**src/verilog/hdcr_pkg.sv**
```systemverilog
`default_nettype none
package hdcr_pkg;
   // ==========================================================
   // sizes
   localparam int HDCR_BITS = 6;
   // pin vector: data bits, then clock a, clock b, clear
   localparam int HDCR_PINS = HDCR_BITS + 3;
   localparam int HDCR_POS_CLK_A = HDCR_BITS;
   localparam int HDCR_POS_CLK_B = HDCR_BITS + 1;
   localparam int HDCR_POS_CLEAR = HDCR_BITS + 2;
   // ==========================================================
   // reset values
   localparam logic [HDCR_PINS-1:0] HDCR_PINS_RST = 9'h000;
   localparam logic [HDCR_BITS-1:0] HDCR_BITS_RST = 6'h00;
   localparam logic HDCR_CLK_RST = 1'b0;
   typedef logic [HDCR_BITS-1:0] hdcr_bits_t;
endpackage : hdcr_pkg
`default_nettype wire

```
**src/verilog/hdcr_register.sv**
```systemverilog
`default_nettype none
// Notes on behaviour
// - six independent master/slave D flip-flops
// - effective clock is OR of both clocks
// - master follows data while clock low
// - clear high forces all true outputs low
// - clear acts without waiting for clock
// - complementary output is always inverted true
module hdcr_register (
   // system
   input wire logic clock,
   input wire logic rst_b,
   // pins from surrounding logic
   input wire hdcr_pkg::hdcr_bits_t bit_inputs,
   input wire logic clock_in_a,
   input wire logic clock_in_b,
   input wire logic master_clear,
   // output pairs
   output var hdcr_pkg::hdcr_bits_t true_outputs,
   output var hdcr_pkg::hdcr_bits_t comp_outputs
);
   import hdcr_pkg::*;

   // ==========================================================
   // pin synchroniser and agreement filter
   logic [HDCR_PINS-1:0] pins;
   logic [HDCR_PINS-1:0] pins_f;

   assign pins = {master_clear, clock_in_b, clock_in_a, bit_inputs};

   // clock or clear pulses shorter than two clock periods can be
   // lost in the filter; the surrounding logic must respect that
   for (genvar p = 0; p < HDCR_PINS; p++) begin : g_pin
      hdcr_pin_filter #(
         .RST_VALUE(HDCR_PINS_RST[p])
      ) i_hdcr_pin_filter (
         .clock(clock),
         .rst_b(rst_b),
         .pin(pins[p]),
         .level(pins_f[p])
      );
   end

   // ==========================================================
   // combined clock and its rising edge
   logic clk_comb;
   logic clk_prev_reg, clk_prev_next;
   logic clk_rise;
   logic clear_f;
   hdcr_bits_t data_f;

   always_comb begin
      data_f = pins_f[HDCR_BITS-1:0];
      clear_f = pins_f[HDCR_POS_CLEAR];
      clk_comb = pins_f[HDCR_POS_CLK_A] | pins_f[HDCR_POS_CLK_B];
      clk_prev_next = clk_comb;
      // one clock rising while the other is high gives no edge here
      clk_rise = clk_comb & ~clk_prev_reg;
   end

   always_ff @(posedge clock) begin
      if (!rst_b) begin
         clk_prev_reg <= HDCR_CLK_RST;
      end else begin
         clk_prev_reg <= clk_prev_next;
      end
   end

   // ==========================================================
   // six master/slave cells
   hdcr_bits_t stored;

   for (genvar b = 0; b < HDCR_BITS; b++) begin : g_bit
      hdcr_bit_cell #(
         .RST_VALUE(HDCR_BITS_RST[b])
      ) i_hdcr_bit_cell (
         .clock(clock),
         .rst_b(rst_b),
         .data(data_f[b]),
         .clk_level(clk_comb),
         .clk_rise(clk_rise),
         .clear(clear_f),
         .stored(stored[b])
      );
   end

   // ==========================================================
   // outputs
   // the raw clear pin gates the outputs so the clear needs no clock
   // edge; the stored bits are cleared later through the synchroniser
   assign true_outputs = stored & ~{HDCR_BITS{master_clear}};
   assign comp_outputs = ~true_outputs;
endmodule : hdcr_register

// ==========================================================
// one pin: three stages and an agreement filter
module hdcr_pin_filter #(
   parameter logic RST_VALUE = 1'h0
) (
   // system
   input wire logic clock,
   input wire logic rst_b,
   // raw pin and its filtered level
   input wire logic pin,
   output var logic level
);
   import hdcr_pkg::*;

   // ==========================================================
   // synchroniser stages
   logic sync1_reg, sync1_next;
   logic sync2_reg, sync2_next;
   logic sync3_reg, sync3_next;

   always_comb begin
      sync1_next = pin;
      sync2_next = sync1_reg;
      sync3_next = sync2_reg;
   end

   always_ff @(posedge clock) begin
      if (!rst_b) begin
         sync1_reg <= RST_VALUE;
         sync2_reg <= RST_VALUE;
         sync3_reg <= RST_VALUE;
      end else begin
         sync1_reg <= sync1_next;
         sync2_reg <= sync2_next;
         sync3_reg <= sync3_next;
      end
   end

   // ==========================================================
   // agreement filter
   logic filt_reg, filt_next;
   logic agree;

   always_comb begin
      // a change only counts once the second and third stages agree
      agree = ~(sync2_reg ^ sync3_reg);
      filt_next = agree ? sync3_reg : filt_reg;
   end

   always_ff @(posedge clock) begin
      if (!rst_b) begin
         filt_reg <= RST_VALUE;
      end else begin
         filt_reg <= filt_next;
      end
   end

   assign level = filt_reg;
endmodule : hdcr_pin_filter

// ==========================================================
// one bit: master stage and slave stage
module hdcr_bit_cell #(
   parameter logic RST_VALUE = 1'h0
) (
   // system
   input wire logic clock,
   input wire logic rst_b,
   // filtered controls
   input wire logic data,
   input wire logic clk_level,
   input wire logic clk_rise,
   input wire logic clear,
   // stored bit
   output var logic stored
);
   import hdcr_pkg::*;

   // ==========================================================
   // master stage
   logic master_reg, master_next;

   always_comb begin
      // transparent only while the combined clock is low
      master_next = clk_level ? master_reg : data;
   end

   always_ff @(posedge clock) begin
      if (!rst_b) begin
         master_reg <= RST_VALUE;
      end else begin
         master_reg <= master_next;
      end
   end

   // ==========================================================
   // slave stage
   logic slave_reg, slave_next;

   always_comb begin
      slave_next = slave_reg;
      if (clear) begin
         // clear beats a clock edge seen in the same cycle
         slave_next = RST_VALUE;
      end else if (clk_rise) begin
         slave_next = master_reg;
      end
   end

   always_ff @(posedge clock) begin
      if (!rst_b) begin
         slave_reg <= RST_VALUE;
      end else begin
         slave_reg <= slave_next;
      end
   end

   assign stored = slave_reg;
endmodule : hdcr_bit_cell
`default_nettype wire

```
**config.mk**
```make
export PLATFORM = sky130hd
export DESIGN_NAME = hdcr_register
export DESIGN_NICKNAME = d
export VERILOG_FILES = /design/src/verilog/hdcr_pkg.sv /design/src/verilog/hdcr_register.sv
export SDC_FILE = /design/constraint.sdc
export NUM_CORES = 1
export LEC_CHECK = 0
export BUFFER_PORTS_ARGS = -buffer_cell sky130_fd_sc_hd__buf_2
export CAP_MARGIN = 5
export CORE_ASPECT_RATIO = 1.2
export CORE_MARGIN = 2
export CORE_UTILIZATION = 49
export DETAILED_ROUTE_END_ITERATION = 6
export PLACE_DENSITY = 0.83
export SLEW_MARGIN = 25
export SYNTH_ARGS = -nofsm -noshare
export SYNTH_HDL_FRONTEND = slang
export SYNTH_SLANG_ARGS = --single-unit
```
**constraint.sdc**
```tcl
create_clock -name clock -period 1.1 [get_ports clock]
set_clock_uncertainty 0.15 [all_clocks]
set_input_delay 0 -clock clock [delete_from_list [all_inputs] [get_ports clock]]
set_output_delay 0 -clock clock [all_outputs]
set_load 0.01 [all_outputs]
```
==> out/results.tsv <==
stage	metric	value	unit
critical_path	WP data required	1170	ps
flow_run	maxcap violations	0	
finish	layout cells sized above 1	26.1	%
synth	Synth Area per Inst	10.4	um^2
synth	syn nets	174	
synth	Synth area leader	dfxtp_1	
sta	worst rel slew slack	84.4	%
finish	fill count	275	
synth	yosys warns	0	
floorplan	Core Area	3340	um^2
cts	H-tree Lvls	2	
grt	routing usage on met1	17.1	%
run_status	status	finished, violations left	
finish	non-filler instance count after layout	240	
sta	final hold violations	6	
synth	Distinct cells, synth	17	
sta	Max Slew Vio Count	0	
grt	gr ovfl total	0	
cts	Skew-Pair Late Insertion Delay	300	ps
floorplan	I/O Pins	23	
cts	clk root buf	clkbuf_8	
floorplan	initial core utilization	51.0	%
critical_path	data arrival time of the worst path	1210	ps
floorplan	DIE AREA	3960	um^2
grt	antenna violations before repair	0	
grt	wire length of the first global-routing pass	4840	um
drt	DRT iter0 DRCs	24	
drt	DRC	0	
critical_path	Setup crit end kind	flip-flop	
drt	TritonRoute pass-1 iters	4	
grt	vias in the first global route	1115	
sta	Max Clk Rate	0.878	GHz
grt	largest net degree at the start of global routing	22	
cts	clk sinks	49	
cts	Clock Tree Buf Depth	2	
critical_path	Critical Path Source Type	flip-flop	
finish	final layout net count	213	
critical_path	Max FO, Critical Path	7	
floorplan	Die W	57.8	um
synth	top cell type's share of synthesized area	57.6	%
placement	Buffers on Ports	22	
drt	wire per inst	12.4	um
sta	Final setup viols	8	
drt	routed wire length	2980	um
finish	Storage cell area	992	um^2
power_and_ir_drop	Max VDD drop	1360	uV
power_and_ir_drop	Pleak	0.000852	uW
drt	Via density	5.03	
sta	Worst Max-Slew Pin Slew	234	ps
grt	met2 usage	29.8	%
sta	Fin Hold WS	-51.6	ps
grt	Total GRT Usage	16.6	%
finish	Antenna Cells	0	
finish	area of the multi-input gates	684	um^2
finish	commonest non-fill, non-tap cells in the layout	44 x dfxtp_1, 27 x and2_1, 22 x buf_2	
synth	post-synthesis sequential area ratio	57.6	%
run_status	violated checks	negative hold slack, negative setup slack	
min_path	hold path startpoint	rst_b	
floorplan	site row count	23	
placement	DPL Wire Length	1890	um
cts	TritonCTS clock tree	built	
sta	final worst-path cycle share	104	%
drt	via count	1207	
critical_path	Critical Path Start	g_pin[6].i_hdcr_pin_filter.level	
floorplan	Die H	68.6	um
critical_path	crit path cell chain	buf_6 > o21ba_4 > mux2i_1	
synth	synth top area cells	dfxtp_1 58%, and2_1 9.9%, a21boi_0 6.2%	
critical_path	kind of critical path	flip-flop to flip-flop	
finish	commonest non-fill, non-tap cell in the layout	dfxtp_1	
synth	Mapped Cells	163	
grt	GRT busiest layer	met2	
finish	Area Overhead vs Synth	25.7	%
synth	Mapped Area	1700	um^2
sta	RSZ-0062 raised after global routing	true	
min_path	hold crit path type	input port to flip-flop	
sta	Worst Slack Setup Final	-39.0	ps
placement	Placed Cells incl. Taps	218	
critical_path	CP max stage delay	380	ps
cts	CTS Buf Count	5	
critical_path	reg2reg start	g_pin[6].i_hdcr_pin_filter.level	
grt	met3 track demand over resource	5.04	%
synth	flops & latches, synth	49	
drt	antenna viol nets, final	0	
power_and_ir_drop	pwr dens	1430	nW/um^2
sta	minimum clock period	1140	ps
critical_path	slowest cell on the critical path	dfxtp_4	
placement	RePlAce Congestion	0.726	
cts	Worst-path clk slew	80	ps
-- area by class of cell --
class	instances	area share, %
repair buffers	42	13.7
well taps	37	2.16
inverters	6	1.05
clock buffers	7	4.50
flip-flops and latches	49	46.4
clock inverters	1	0.234
multi-input cells	98	32.0
-- path summary, 6_finish.rpt --
kind / slack [ps] / depth (start not counted) / endpoint
max: -40 / 3 / g_bit[4].i_hdcr_bit_cell.stored
max reg2reg: -40 / 3 / g_bit[4].i_hdcr_bit_cell.stored
min: -50 / 3 / g_bit[3].i_hdcr_bit_cell.stored
min reg2reg: 290 / 1 / g_pin[4].i_hdcr_pin_filter.sync2_reg
-- worst max-delay path: cells and delay by family (launching register included) --
| kind | cells | cell delay, ps |
|---|---|---|
| muxes | 1 | 200 |
| AOI/OAI and AO/OA | 1 | 210 |
| buffers and inverters | 1 | 110 |
| DFF | 1 | 380 |
-- power by group --
group | internal (uW) | total (uW) | switching (uW)
registers | 1810 | 1820 | 16.3
clock network | 568 | 1110 | 545
logic | 72.5 | 118 | 46.0
total | 2450 | 3060 | 607
-- cells in the mapped netlist --
library cell,count
buf_2,4
nand2_1,9
o21ai_0,15
a21boi_0,14
and2_1,27
buf_6,1
o21ba_2,1
dfxtp_1,49
o21a_1,1
nand3b_1,12
clkbuf_1,5
a21boi_1,1
or3b_1,6
inv_1,6
mux2i_1,6
nand2b_1,5
nor2b_1,1
-- per-layer routing --
metal,vias up,share of wire (%)
li1,617,-
met1,552,40
met2,31,53
met3,7,4.9
met4,0,2.2
met5,-,0
-- repair_timing --
item,4_1_cts,5_1_grt
setup buffers,3,1
hold endpoints to repair,18,5
pin swaps,5,11
hold buffers,9,1
gates cloned,0,0
endpoints found under the setup margin,15,18
resized for setup,27,8
-- metrics by stage --
stage / TNS [ps] / total power [uW] / utilization [%] / worst slack (ps) / instance area [um^2]
after floorplan: -23.6 / 1920 / - / -23.6 / 1710
after global placement: -605 / 1950 / 55.5 / -97.4 / 1850
after detailed placement: -1290 / 1960 / 55.5 / -162 / 1850
after CTS: -245 / 3080 / 62.9 / -44.3 / 2100
after global routing: -735 / 3180 / 64.1 / -99.7 / 2140
final: -180 / 3060 / 64.1 / -39.0 / 2140
-- cells by family (layout without fill, tap and decap cells) --
logic type	after synthesis	after routing	share of synthesized area (%)
AOI/OAI and AO/OA	32	32	12.1
buffers and inverters	16	56	4.26
DFF	49	49	57.6
muxes	6	6	3.53
and+or+nand+nor	60	60	22.5
No activity file was read; power rests on OpenSTA's default activity.
